**src/verilog/ast_pkg.sv**
```systemverilog
// package for the single-edge nibble angle transmitter
// assumes one 200 MHz clock and nonvolatile words presented as static inputs
package ast_pkg;
    // ======================================================================
    // configuration word map
    localparam logic [11:0] AST_TRIM_ADDR    = 12'h306;
    localparam int          AST_TRIM_MSB     = 12;
    localparam int          AST_TRIM_LSB     = 0;
    localparam logic [12:0] AST_TRIM_RESET   = 13'h0000;
    // ======================================================================
    // timing
    localparam int          AST_CLK_PS       = 5000;
    localparam int          AST_TICK_MIN_PS  = 500000;
    localparam int          AST_TICK_MAX_PS  = 7900000;
    localparam int          AST_TICK_MIN_CYC = (AST_TICK_MIN_PS + AST_CLK_PS - 1) / AST_CLK_PS;
    localparam int          AST_TICK_MAX_CYC = AST_TICK_MAX_PS / AST_CLK_PS;
    localparam logic [4:0]  AST_LOW_TICKS    = 5'h05;
    localparam logic [4:0]  AST_HIGH_BASE    = 5'h07;
    localparam logic [5:0]  AST_SYNC_TICKS   = 6'h38;
    localparam logic [5:0]  AST_PAUSE_TICKS  = 6'h0c;
    localparam logic [11:0] AST_FULL_SCALE   = 12'hfff;
    localparam logic [3:0]  AST_CRC_SEED     = 4'h5;
    localparam int          AST_DATA_NIBS    = 3;
    // ======================================================================
    // modes
    typedef enum logic [1:0]
    {
        AST_MODE_FREE,
        AST_MODE_TRIG,
        AST_MODE_ADDR,
        AST_MODE_POLL
    } ast_mode_e;
    typedef struct packed
    {
        ast_mode_e  mode;
        logic [10:0] tick_cyc;
        logic       pause_en;
        logic       serial_en;
        logic [3:0] addr;
    } ast_cfg_s;
endpackage

```
**src/verilog/ast_sent_tx.sv**
```systemverilog
// single-edge nibble angle transmitter, device side
// assumes configuration words are stable and inputs synchronous to clk
// What this block does
// angle code spans the full-scale range zero to 4095.
// frame settings come from the nonvolatile configuration inputs.
// supports free-streaming, triggered and shared-line transmission modes.
// free-streaming tick programmable from 0.5 to 7.9 microseconds.
// triggered mode sends one frame per request only.
// shared line answers when addressed or when its poll turn comes.
// each nibble is a low interval then a high interval.
// low interval is always exactly five ticks.
// high interval is seven plus nibble value ticks.
// nibble lasts twelve to twenty-seven ticks in total.
// all intervals timed in ticks of the configured tick period.
// order is sync, status, data nibbles, crc, optional pause.
// status nibble carries status bits and optional serial bit.
// data nibbles carry the angle ahead of the crc.
// optional pause pulse follows the crc between frames.
// output angle is linearized angle minus zero offset.
// zero offset is bits 12:0 of configuration word 0x306.
// offset subtraction happens after linearization only.
// programming mode stops output at once, dropping the frame.
// sync pulse lasts fifty-six ticks.
// crc is four-bit standard crc over status and data nibbles.
`timescale 1ns/100ps
`default_nettype none
module ast_sent_tx
#(
    parameter int ANGLE_W = 13
)
(
    input  wire logic              clk,
    input  wire logic              resetn,
    input  wire ast_pkg::ast_cfg_s cfg,
    input  wire logic [11:0]       cfg_addr,
    input  wire logic [15:0]       cfg_word,
    input  wire logic              cfg_load,
    input  wire logic [ANGLE_W-1:0] lin_angle,
    input  wire logic [1:0]        status_bits,
    input  wire logic              serial_bit,
    input  wire logic              trigger,
    input  wire logic              addr_hit,
    input  wire logic              poll_turn,
    input  wire logic              prog_mode,
    output logic                   line_out,
    output logic                   frame_busy,
    output logic [11:0]            angle_out
);
    import ast_pkg::*;

    typedef enum logic [2:0]
    {
        AST_IDLE,
        AST_SYNC,
        AST_NIB,
        AST_PAUSE
    } ast_state_e;

    ast_state_e  state_reg;
    logic [12:0] trim_reg;
    logic [10:0] tick_cnt_reg;
    logic        tick;
    logic [5:0]  seg_cnt_reg;
    logic [2:0]  nib_idx_reg;
    logic [3:0]  nib_val [0:5];
    logic [3:0]  crc_reg;
    logic [11:0] ang_reg;
    logic [3:0]  stat_reg;
    logic [10:0] tick_len;
    logic        start;
    logic [5:0]  nib_len;
    logic [12:0] diff;

    // ======================================================================
    // zero offset capture and angle path
    always_ff @(posedge clk or negedge resetn)
    begin
        if (!resetn)
            trim_reg <= AST_TRIM_RESET;
        else if (cfg_load && cfg_addr == AST_TRIM_ADDR)
            trim_reg <= cfg_word[AST_TRIM_MSB:AST_TRIM_LSB];
    end

    // subtract after linearization, wrap into full scale
    assign diff = 13'(lin_angle - trim_reg);
    assign angle_out = ang_reg;

    // ======================================================================
    // tick generator
    always_comb
    begin
        tick_len = cfg.tick_cyc;
        if (tick_len < 11'(AST_TICK_MIN_CYC))
            tick_len = 11'(AST_TICK_MIN_CYC);
        if (tick_len > 11'(AST_TICK_MAX_CYC))
            tick_len = 11'(AST_TICK_MAX_CYC);
    end

    always_ff @(posedge clk or negedge resetn)
    begin
        if (!resetn)
            tick_cnt_reg <= 11'h000;
        else if (state_reg == AST_IDLE || tick)
            tick_cnt_reg <= 11'h000;
        else
            tick_cnt_reg <= tick_cnt_reg + 11'h001;
    end
    assign tick = (state_reg != AST_IDLE) && (tick_cnt_reg == tick_len - 11'h001);

    // ======================================================================
    // frame start per mode
    always_comb
    begin
        case (cfg.mode)
            AST_MODE_FREE: start = 1'b1;
            AST_MODE_TRIG: start = trigger;
            AST_MODE_ADDR: start = addr_hit;
            AST_MODE_POLL: start = poll_turn;
            default:       start = 1'b0;
        endcase
    end

    // ======================================================================
    // nibble contents and crc
    always_comb
    begin
        nib_val[0] = stat_reg;
        nib_val[1] = ang_reg[11:8];
        nib_val[2] = ang_reg[7:4];
        nib_val[3] = ang_reg[3:0];
        nib_val[4] = crc_reg;
        nib_val[5] = 4'h0;
    end

    function automatic logic [3:0] crc_step(input logic [3:0] c, input logic [3:0] d);
        logic [3:0] r;
        logic       fb;
        r = c;
        for (int i = 3; i >= 0; i--)
        begin
            fb = r[3];
            r  = {r[2:0], 1'b0} ^ (fb ? 4'hd : 4'h0);
        end
        return r ^ d;
    endfunction

    function automatic logic [3:0] crc_frame(input logic [3:0] s, input logic [11:0] a);
        logic [3:0] c;
        c = AST_CRC_SEED;
        c = crc_step(c, s);
        c = crc_step(c, a[11:8]);
        c = crc_step(c, a[7:4]);
        c = crc_step(c, a[3:0]);
        c = crc_step(c, 4'h0);
        return c;
    endfunction

    assign nib_len = {2'b00, nib_val[nib_idx_reg]} + {1'b0, AST_LOW_TICKS} + {1'b0, AST_HIGH_BASE};

    // ======================================================================
    // frame sequencer
    always_ff @(posedge clk or negedge resetn)
    begin
        if (!resetn)
        begin
            state_reg   <= AST_IDLE;
            seg_cnt_reg <= 6'h00;
            nib_idx_reg <= 3'h0;
            ang_reg     <= 12'h000;
            stat_reg    <= 4'h0;
            crc_reg     <= 4'h0;
        end
        else if (prog_mode)
        begin
            state_reg   <= AST_IDLE;
            seg_cnt_reg <= 6'h00;
            nib_idx_reg <= 3'h0;
        end
        else
        begin
            case (state_reg)
                AST_IDLE:
                    if (start)
                    begin
                        ang_reg     <= diff[11:0] & AST_FULL_SCALE;
                        stat_reg    <= {cfg.serial_en & serial_bit, 1'b0, status_bits};
                        crc_reg     <= crc_frame({cfg.serial_en & serial_bit, 1'b0, status_bits},
                                                 diff[11:0]);
                        seg_cnt_reg <= 6'h00;
                        state_reg   <= AST_SYNC;
                    end
                AST_SYNC:
                    if (tick)
                    begin
                        if (seg_cnt_reg == AST_SYNC_TICKS - 6'h01)
                        begin
                            seg_cnt_reg <= 6'h00;
                            nib_idx_reg <= 3'h0;
                            state_reg   <= AST_NIB;
                        end
                        else
                            seg_cnt_reg <= seg_cnt_reg + 6'h01;
                    end
                AST_NIB:
                    if (tick)
                    begin
                        if (seg_cnt_reg == nib_len - 6'h01)
                        begin
                            seg_cnt_reg <= 6'h00;
                            if (nib_idx_reg == 3'(AST_DATA_NIBS + 1))
                                state_reg <= cfg.pause_en ? AST_PAUSE : AST_IDLE;
                            else
                                nib_idx_reg <= nib_idx_reg + 3'h1;
                        end
                        else
                            seg_cnt_reg <= seg_cnt_reg + 6'h01;
                    end
                AST_PAUSE:
                    if (tick)
                    begin
                        if (seg_cnt_reg == AST_PAUSE_TICKS - 6'h01)
                            state_reg <= AST_IDLE;
                        else
                            seg_cnt_reg <= seg_cnt_reg + 6'h01;
                    end
                default: state_reg <= AST_IDLE;
            endcase
        end
    end

    // ======================================================================
    // line drive: every segment opens with five low ticks
    always_ff @(posedge clk or negedge resetn)
    begin
        if (!resetn)
            line_out <= 1'b1;
        else if (prog_mode || state_reg == AST_IDLE)
            line_out <= 1'b1;
        else
            line_out <= !(seg_cnt_reg < {1'b0, AST_LOW_TICKS});
    end

    assign frame_busy = (state_reg != AST_IDLE);

    // ======================================================================
    // low run length, in clock cycles
    logic [12:0] low_run_reg;

    always_ff @(posedge clk or negedge resetn)
    begin
        if (!resetn)
            low_run_reg <= 13'h0000;
        else if (!line_out)
            low_run_reg <= low_run_reg + 13'h0001;
        else
            low_run_reg <= 13'h0000;
    end
endmodule
`default_nettype wire

```
**config.mk**
```make
export PLATFORM = sky130hd
export DESIGN_NAME = ast_sent_tx
export DESIGN_NICKNAME = d
export VERILOG_FILES = /design/src/verilog/ast_pkg.sv /design/src/verilog/ast_sent_tx.sv
export SDC_FILE = /design/constraint.sdc
export NUM_CORES = 1
export LEC_CHECK = 0
export ABC_AREA = 1
export BUFFER_PORTS_ARGS = -buffer_cell sky130_fd_sc_hd__buf_2
export CORE_MARGIN = 4
export CORE_UTILIZATION = 45
export CTS_BUF_LIST = sky130_fd_sc_hd__clkbuf_8
export CTS_CLUSTER_DIAMETER = 150
export DETAILED_ROUTE_END_ITERATION = 10
export GPL_ROUTABILITY_DRIVEN = 0
export PLACE_DENSITY = 0.66
export SETUP_SLACK_MARGIN = 0.05
export SYNTH_ARGS = -nofsm -noshare
export SYNTH_HDL_FRONTEND = slang
export SYNTH_SLANG_ARGS = --single-unit
```
**constraint.sdc**
```tcl
create_clock -name clk -period 3.3 [get_ports clk]
set_clock_uncertainty 0.1 [all_clocks]
set_input_delay 0.165 -clock clk [delete_from_list [all_inputs] [get_ports clk]]
set_output_delay 0.165 -clock clk [all_outputs]
set_load 0.02 [all_outputs]
```
; ---- Word level (Yosys, flattened, before mapping)
; Cells that the tools add are included.
[op_classes]
mux = 51
add_sub_neg = 8
n_reduce_logical = 14
n_eq_ne = 22
n_bitwise = 23
magnitude_cmp = 4
[op_table]
columns = op, count
row1 = $mux 4, 18
row2 = $xor 4x4->4, 18
row3 = $mux 6, 8
row4 = $mux 3, 15
row5 = $mux 11, 3
row6 = $ne 3x3->1 const B, 10
row7 = $pmux 6 s4, 1
row8 = $bmux 4 s3, 1
row9 = $eq 12x10->1 const B, 1
row10 = $pmux 3 s4, 1
row11 = $reduce_and 6->1, 2
row12 = $sub 12x12->12, 1
row13 = $add 11x1->11 const B, 1
row14 = $eq 11x11->1, 1
row15 = $gt 11x11->1 const B, 1
row16 = $lt 11x7->1 const B, 1
row17 = $sub 11x1->11 const B, 1
row18 = $reduce_and 8->1, 1
row19 = $add 5x3->6 const B, 1
row20 = $add 6x1->6 const B, 1
row21 = $eq 3x2->1 const B, 2
row22 = $eq 6x4->1 const B, 1
row23 = $eq 6x6->1, 1
row24 = $eq 6x6->1 const B, 1
row25 = 26 further kinds, 30
[totals]
register_bits = 55
output_inout_bits = 14
wordCells = 131
in_bits = 70

; ---- Depth between registers and ports, before layout
; Gate-level depths: netlist (run 1).
[depth]
ltp_word = 36
ltp_mapped = 27
ltp_nobuf = 26

; ---- Worst setup path after synthesis (run 1)
; Ideal clock, no wire load.
[synth_timing]
path_type = register to register
startpoint = register trim_reg[0]
endpoint = register crc_reg[2]
stages_incl_launch_ff = 24
arrival_ps = 2681
synth_period_minus_slack_ps = 2898
path_slack_ps = 402
required_ps = 3083
path_cell_list = dfrtp_1 ha_1 inv_1 fa_1 nand3_1 nand2_1 a21oi_2 xor2_1 inv_1 or2_1 nand2_1 nand3_1 nand2_1 nand2_1 nand2_1 nand2_1 nand2_1 nand2_1 nand3b_1 nand2_1 nand2_1 nand3_1 nand2_1 nand2_1
[synth_between]
elab_chain_len = 28
[synth_rtl]
columns = item, line_no
row1 = start: declaration, ast_sent_tx.sv:60  ; logic [12:0] trim_reg;
row2 = start signal: assignment, ast_sent_tx.sv:81  ; trim_reg <= cfg_word[AST_TRIM_MSB:AST_TRIM_LSB];
row3 = $sub 12x12->12 (*), ast_sent_tx.sv:85  ; assign diff = 13'(lin_angle - trim_reg);
row4 = $xor 4x4->4, ast_sent_tx.sv:144  ; return r ^ d;
row5 = $mux 4, ast_sent_tx.sv:142  ; r = {r[2:0], 1'b0} ^ (fb ? 4'hd : 4'h0);
row6 = $xor 4x4->4, ast_sent_tx.sv:142
row7 = $mux 4, ast_sent_tx.sv:142
row8 = $xor 4x4->4, ast_sent_tx.sv:142
row9 = $mux 4, ast_sent_tx.sv:142
row10 = $xor 4x4->4, ast_sent_tx.sv:142
row11 = (+12 left out), n/a
row12 = $mux 4, ast_sent_tx.sv:142
row13 = $xor 4x4->4 (*), ast_sent_tx.sv:142
row14 = $mux 4, ast_sent_tx.sv:142
row15 = $xor 4x4->4 (*), ast_sent_tx.sv:142
row16 = $mux 4, ast_sent_tx.sv:142
row17 = $xor 4x4->4 (*), ast_sent_tx.sv:142
row18 = $mux 4, ast_sent_tx.sv:142
row19 = $xor 4x4->4 (*), ast_sent_tx.sv:142
row20 = end signal: assignment, ast_sent_tx.sv:187  ; crc_reg <= crc_frame({cfg.serial_en & serial_bit, 1'b0, status_bits},
row21 = end: declaration, ast_sent_tx.sv:66  ; logic [3:0] crc_reg;
; Mark *: on every way between the ends. The rest lies on a longest branch, timed or not.
; A chain may end at the register's enable or synchronous reset.

; ---- Worst setup path after layout (run 1)
; Ends and elaborated chain as after synthesis.

==> impl_metrics.csv, run 1 <==
group,metric,value,unit
cts,clock_transition_at_path_regs,100,ps
finish,finalInstanceArea,5350,um2
cts,clock_tree.buffer_depth,2,
yosys,ys_ff_latch,54,
yosys,async_flop_share,100,%
cts,insertion_delay,300,ps
placement,io_buffers,74,
yosys,syn-instance-count,645,
setup_path,path_max_fanout,3,
drt,drt_first_pass_iters,5,
finish,final_net_count,839,
placement,pre_cts_ws,88.9,ps
drt,count_of_nets_left_with_antenna_violations_after_detail_routing,0,
setup_path,ff2ff_setup_slack,40,ps
setup_path,worstSetupPathType,"reg2reg",
die,dieWidth,107,um
finish,drive_above_1_share,23.6,%
power,power_density_over_the_cells,493,nW/um2
yosys,mappedNetlistArea,4400,um2
die,num_io_pins,84,
min_path,worst_hold_startpoint,"status_bits[0]",
setup_path,worstReg2RegEnd,"crc_reg[2]$_DFFE_PN0P_",
setup_path,critical_path_arrival,3370,ps
die,dieArea,11400,um2
sta,report.final.hold_viol_count,0,
setup_path,critPathLaunchType,"register",
yosys,synth.top_cell.area_share,30.1,%
die,core_area,9370,um2
drt,routed_via_count_divided_by_cell_count,4.95,
drt,post-route-drc-count,0,
yosys,netlist_top_cells_area,"dfrtp_1, nand2_1, inv_1",
global_route,globalRouteTotalUtil,18.7,%
sta,finalCritPeriodShare,98.9,%
cts,cts_made_buffers,5,
yosys,synthDistinctLibCells,42,
sta,final-max-slew-violation-count,0,
finish,antenna_cells,0,
outcome,run_status,"complete, no violations",
global_route,number_of_global_route_vias_before_repair,4147,
die,std_cell_rows,35,
yosys,ys_warn_count,0,
yosys,sequential_element_share_of_the_synthesized_area,30.7,%
cts,cts-root-buf,"clkbuf_8",
power,leakagePower,2.85,nW
die,floorplan.initialDensity,47.0,%
yosys,syn_area_per_cell,6.82,um2
sta,setup_ws,36.6,ps
drt,route.detailed.wl_per_inst,12.2,um
min_path,min_delay_worst_endpoint,"stat_reg[0]$_DFFE_PN0P_",
drt,drt_wl_total,10700,um
die,chipHeight,107,um
sta,max_slew_margin,43.0,%
setup_path,timing.critical_path.to_type,"register",
placement,place_area,4920,um2
yosys,synthDominantAreaCellType,"dfrtp_1",
cts,tritoncts_clock_tree,"built",
finish,syn_to_final_growth,21.6,%
min_path,worst_hold_path_type,"in2reg",
flow_run,maxCapViolCount,0,
power,vdd_drop_max,0.238,mV
min_path,number_of_cells_on_the_worst_hold_path,3,
global_route,grt_overflow_total,0,
global_route,antenna_found_initial,0,
setup_path,reg_to_reg_startpoint,"trim_reg[0]$_DFFE_PN0P_",
sta,tightest_pin_transition,855,ps
global_route,largest_net_degree_at_the_start_of_global_routing,38,
yosys,postSynthNetCount,738,
drt,drt_iter0_drc,181,
power,total_power,2.64,mW
cts,cts.sinks,54,
setup_path,critical_path_required,3410,ps
sta,period_minus_slack,3260,ps
yosys,synth_enable_flop_cells,0,
finish,finish.cell_count_without_fillers,876,
yosys,postSynth.topFlopCell,"dfrtp_1",
sta,setup_viol,0,
sta,grt_setup_unrepaired,"true",
placement,place.detailed.instances,844,
sta,fmax,306,MHz
cts,number_of_levels_in_the_clock_h_tree,2,
global_route,grt_first_pass_wirelength,18200,um
setup_path,length_in_cells_of_the_worst_reg_to_reg_path,23,
placement,dp.final_hpwl,8220,um
drt,detailroute.via_count,4338,
## routing by layer
metal / vias to the layer above / global-route usage (%) / wire (um)
li1: 2267 / - / -
met1: 1968 / 24.7 / 4760
met2: 95 / 33.3 / 5420
met3: 8 / 2.59 / 435
met4: 0 / 2.74 / 83
met5: - / 0 / 0
## repair_timing
item / 4_1_cts / 5_1_grt
setup endpoints to repair: 0 / 14
gates resized for setup: 0 / 40
hold buffers: 13 / 0
setup buffers: 0 / 11
endpoints found under the hold margin: 48 / 0
## cell usage in the layout (no fill, tap or decap), types with 17 or more instances in the layout
master,instances
nand2_1,157
nand2_2,22
ha_1,21
o21ai_0,32
a21oi_1,20
nor2_1,42
xor2_1,17
buf_2,74
dfrtp_1,52
inv_1,104
nand3_1,55
## logic make-up (layout without fill, tap and decap cells)
group	after synthesis	in the layout	share of synthesized area, %
AOI/OAI and AO/OA	77	77	10.1
xor gates and xnor gates	23	23	4.58
and+or+nand+nor	333	333	34.1
DFF	54	54	30.7
muxes	12	12	3.07
adders and majority gates	23	23	6.71
buffers and inverters	123	225	10.7
## worst max path at each step
stage | end | from | cells past startpoint | slack [ps]
after floorplan | crc_reg[2]$_DFFE_PN0P_ | trim_reg[0]$_DFFE_PN0P_ | 23 | 400
after global placement | crc_reg[2]$_DFFE_PN0P_ | trim_reg[0]$_DFFE_PN0P_ | 23 | 210
after detailed placement | crc_reg[2]$_DFFE_PN0P_ | trim_reg[0]$_DFFE_PN0P_ | 23 | 90
after CTS | crc_reg[2]$_DFFE_PN0P_ | trim_reg[0]$_DFFE_PN0P_ | 23 | 60
after global routing | crc_reg[2]$_DFFE_PN0P_ | trim_reg[0]$_DFFE_PN0P_ | 23 | -210
final | crc_reg[2]$_DFFE_PN0P_ | trim_reg[0]$_DFFE_PN0P_ | 23 | 40
## stage by stage
step	util, %	hold slack, ps	TNS (ps)
2_1_floorplan	-	-231	0
3_3_place_gp	52.6	232	0
3_5_place_dp	52.6	231	0
4_1_cts	54.9	46.9	0
5_1_grt	57.1	61.9	-480
6_report	57.1	57.0	0
## worst max-delay path, cell delays in order (launching register included)
cell      delay [ps]
dfrtp_1          380
ha_2             180
inv_2             50
fa_2             390
nand3_2          100
nand2_4           60
a21oi_4          190
xor2_1           210
inv_1            100
or2_1            250
nand2_1           90
nand3_2           90
nand2_2           70
nand2_2           50
nand2_2           80
nand2_2           60
nand2_2           80
nand2_2           60
nand3b_1         150
nand2_1          100
nand2_1          110
nand3_2           80
nand2_1           70
nand2_1           50
## cell usage after synthesis (3+ instances only)
library cell and number:
a21oi_1 21, o21ai_0 33, nand2_1 174, mux2_2 12, nand3_1 61, nand2_2 6
o22ai_1 3, xor2_1 19, o211ai_1 3, ha_1 22, inv_1 106, nand3b_1 4
nor2_2 5, dfrtp_1 53, nor3_1 9, inv_2 7, nor2_1 42, o21ai_1 6
nand4_1 15, nor3b_1 6, clkbuf_1 5, xnor2_1 4
## report_power, final
group	internal (mW)	leakage [nW]	switching, mW	total, mW
clock	0.148	0.0493	0.225	0.372
combinational	0.491	2.08	0.847	1.34
sequential	0.806	0.714	0.120	0.926
total	1.44	2.85	1.19	2.64
## layout make-up
cell class	count	area, um2
sequential	54	1350
clock inverter	3	17.5
tap	129	161
fill	942	4020
multi-input combinational	468	2700
clock buffer	5	68.8
timing repair buffer	102	613
inverter	115	435
Power figures use the tool's default switching activity.
==> run 2: changes to the inputs <==
Settings changed: CORE_ASPECT_RATIO set to 0.5.
==> impl_metrics.csv, run 2 (same netlist as run 1, synthesis figures left out) <==
group,metric,value,unit
setup_path,path_common_cell,"nand2_2",
flow_run,maxCapViolCount,0,
die,std_cell_rows,25,
cts,clock_transition_at_path_regs,110,ps
sta,final.setup.tns,0,ps
global_route,largest_net_degree_at_the_start_of_global_routing,33,
die,dieWidth,148,um
global_route,antenna_found_initial,0,
die,chipHeight,77.9,um
placement,io_buffers,74,
setup_path,critical_path_arrival,3290,ps
drt,count_of_nets_left_with_antenna_violations_after_detail_routing,0,
drt,drt_iter0_drc,174,
cts,clock_tree.buffer_depth,2,
die,core_area,9480,um2
cts,cts.sinks,54,
finish,syn_to_final_growth,18.7,%
finish,most_frequent_standard_cell_in_the_layout_excluding_fill_and_tap_cells,"nand2_1",
finish,drive_above_1_share,20.8,%
cts,number_of_levels_in_the_clock_h_tree,2,
global_route,grt_overflow_total,0,
setup_path,critPathLaunchType,"register",
sta,final-max-slew-violation-count,0,
global_route,globalRouteTotalUtil,17.9,%
placement,pre_cts_ws,89.0,ps
setup_path,ff2ff_setup_slack,120,ps
cts,cts_made_buffers,5,
cts,cts-root-buf,"clkbuf_8",
die,num_io_pins,84,
drt,route.detailed.wl_per_inst,11.4,um
global_route,number_of_global_route_vias_before_repair,3976,
setup_path,worst_path_max_delay_cell,"fa_2",
sta,max_slew_margin,49.2,%
setup_path,length_in_cells_of_the_worst_reg_to_reg_path,23,
drt,post-route-drc-count,0,
setup_path,buf_inv_on_cp,2,
drt,detailroute.via_count,4185,
drt,drt_wl_total,9900,um
finish,antenna_cells,0,
finish,final_net_count,829,
sta,tightest_pin_transition,762,ps
drt,routed_via_count_divided_by_cell_count,4.80,
drt,drt_first_pass_iters,6,
min_path,worst_hold_path_type,"in2reg",
setup_path,path_max_fanout,3,
sta,report.final.hold_viol_count,0,
setup_path,critical_path_required,3410,ps
cts,insertion_delay,320,ps
finish,layout_common_cells,"nand2_1, inv_1, buf_2",
setup_path,critical-path-max-stage-delay,390,ps
cts,tritoncts_clock_tree,"built",
sta,period_minus_slack,3180,ps
finish,fillerInstances,963,
sta,grt_setup_unrepaired,"true",
sta,setup_ws,124,ps
sta,fmax,315,MHz
setup_path,worstSetupPathType,"reg2reg",
sta,finalCritPeriodShare,96.2,%
setup_path,timing.critical_path.max_delay_family,"simple AND/OR/NAND/NOR gates",
die,floorplan.initialDensity,46.4,%
power,power_density_over_the_cells,487,nW/um2
sta,setup_viol,0,
power,vdd_drop_max,0.239,mV
global_route,grt_first_pass_wirelength,17400,um
setup_path,cp.depth,23,
placement,dp.final_hpwl,7880,um
outcome,run_status,"complete, no violations",
power,leakagePower,2.79,nW
min_path,number_of_cells_on_the_worst_hold_path,3,
setup_path,crit_chain,"ha_2 -> inv_2 -> fa_2 -> nand3_2 -> nand2_2 -> a21oi_4 -> xor2_1 -> inv_1 -> or2_1 -> nand2_1 -> nand3_2 -> nand2_2 -> nand2_2 -> nand2_2 -> nand2_2 -> nand2_2 -> nand2_2 -> nand3b_1 -> nand2_2 -> nand2_2 -> nand3_2 -> nand2_1 -> nand2_1",
die,dieArea,11500,um2
setup_path,timing.critical_path.to_type,"register",
-- run 2: worst reg2reg max path, stage by stage (launching register included) --
cell and delay (ps):
dfrtp_1 380, ha_2 180, inv_2 40, fa_2 390
nand3_2 90, nand2_2 80, a21oi_4 180, xor2_1 190
inv_1 100, or2_1 260, nand2_1 90, nand3_2 90
nand2_2 70, nand2_2 60, nand2_2 90, nand2_2 70
nand2_2 100, nand2_2 60, nand3b_1 130, nand2_2 80
nand2_2 80, nand3_2 70, nand2_1 60, nand2_1 50
-- run 2: cell type report --
cell class / instances / area (um2) / share of cell area, %
tap: 135 / 169 / 3.23
inverter: 115 / 435 / 8.33
clock inverter: 2 / 10.0 / 0.192
timing repair buffer: 92 / 538 / 10.3
sequential: 54 / 1350 / 25.9
multi-input combinational: 468 / 2650 / 50.7
clock buffer: 5 / 68.8 / 1.32
-- run 2: repair_timing --
item | CTS | global route
resized for setup | 0 | 25
hold buffers | 13 | 0
endpoints found under the hold margin | 43 | 0
buffers inserted | 0 | 1
setup endpoints to repair | 0 | 6
-- run 2: final timing paths --
check                                   startpoint                   endpoint
max                        trim_reg[0]$_DFFE_PN0P_     crc_reg[2]$_DFFE_PN0P_
min in group asynchronous                   resetn  angle_out[10]$_DFFE_PN0P_
min                                 status_bits[0]    stat_reg[0]$_DFFE_PN0P_
min reg2reg                stat_reg[1]$_DFFE_PN0P_    stat_reg[1]$_DFFE_PN0P_
max in group asynchronous                   resetn         line_out$_DFF_PN1_
max reg2reg                trim_reg[0]$_DFFE_PN0P_     crc_reg[2]$_DFFE_PN0P_
-- run 2: power breakdown --
| group | internal (mW) | total [mW] | switching [mW] | leakage, nW |
|---|---|---|---|---|
| Sequential | 0.806 | 0.919 | 0.113 | 0.716 |
| Clock | 0.144 | 0.372 | 0.229 | 0.0438 |
| Combinational | 0.447 | 1.25 | 0.806 | 2.03 |
| Total | 1.40 | 2.55 | 1.15 | 2.79 |
-- run 2: metrics by stage --
stage | power (mW) | hold slack, ps | std cells | util [%] | instance area, um2
floorplan | 1.79 | -231 | 645 | - | 4400
global placement | 2.11 | 170 | 850 | 52.0 | 4930
detailed placement | 2.15 | 183 | 850 | 52.0 | 4930
CTS | 2.53 | 21.5 | 870 | 54.2 | 5140
global route | 2.77 | 48.4 | 871 | 55.1 | 5230
finish | 2.55 | 32.8 | 871 | 55.1 | 5230
-- run 2: per-layer routing --
layer,global-route usage (%),vias up,wire length [um]
li1,-,2246,-
met1,23.4,1870,4800
met5,0,-,0
met2,31.4,59,4600
met4,3.04,0,89
met3,3.56,10,410
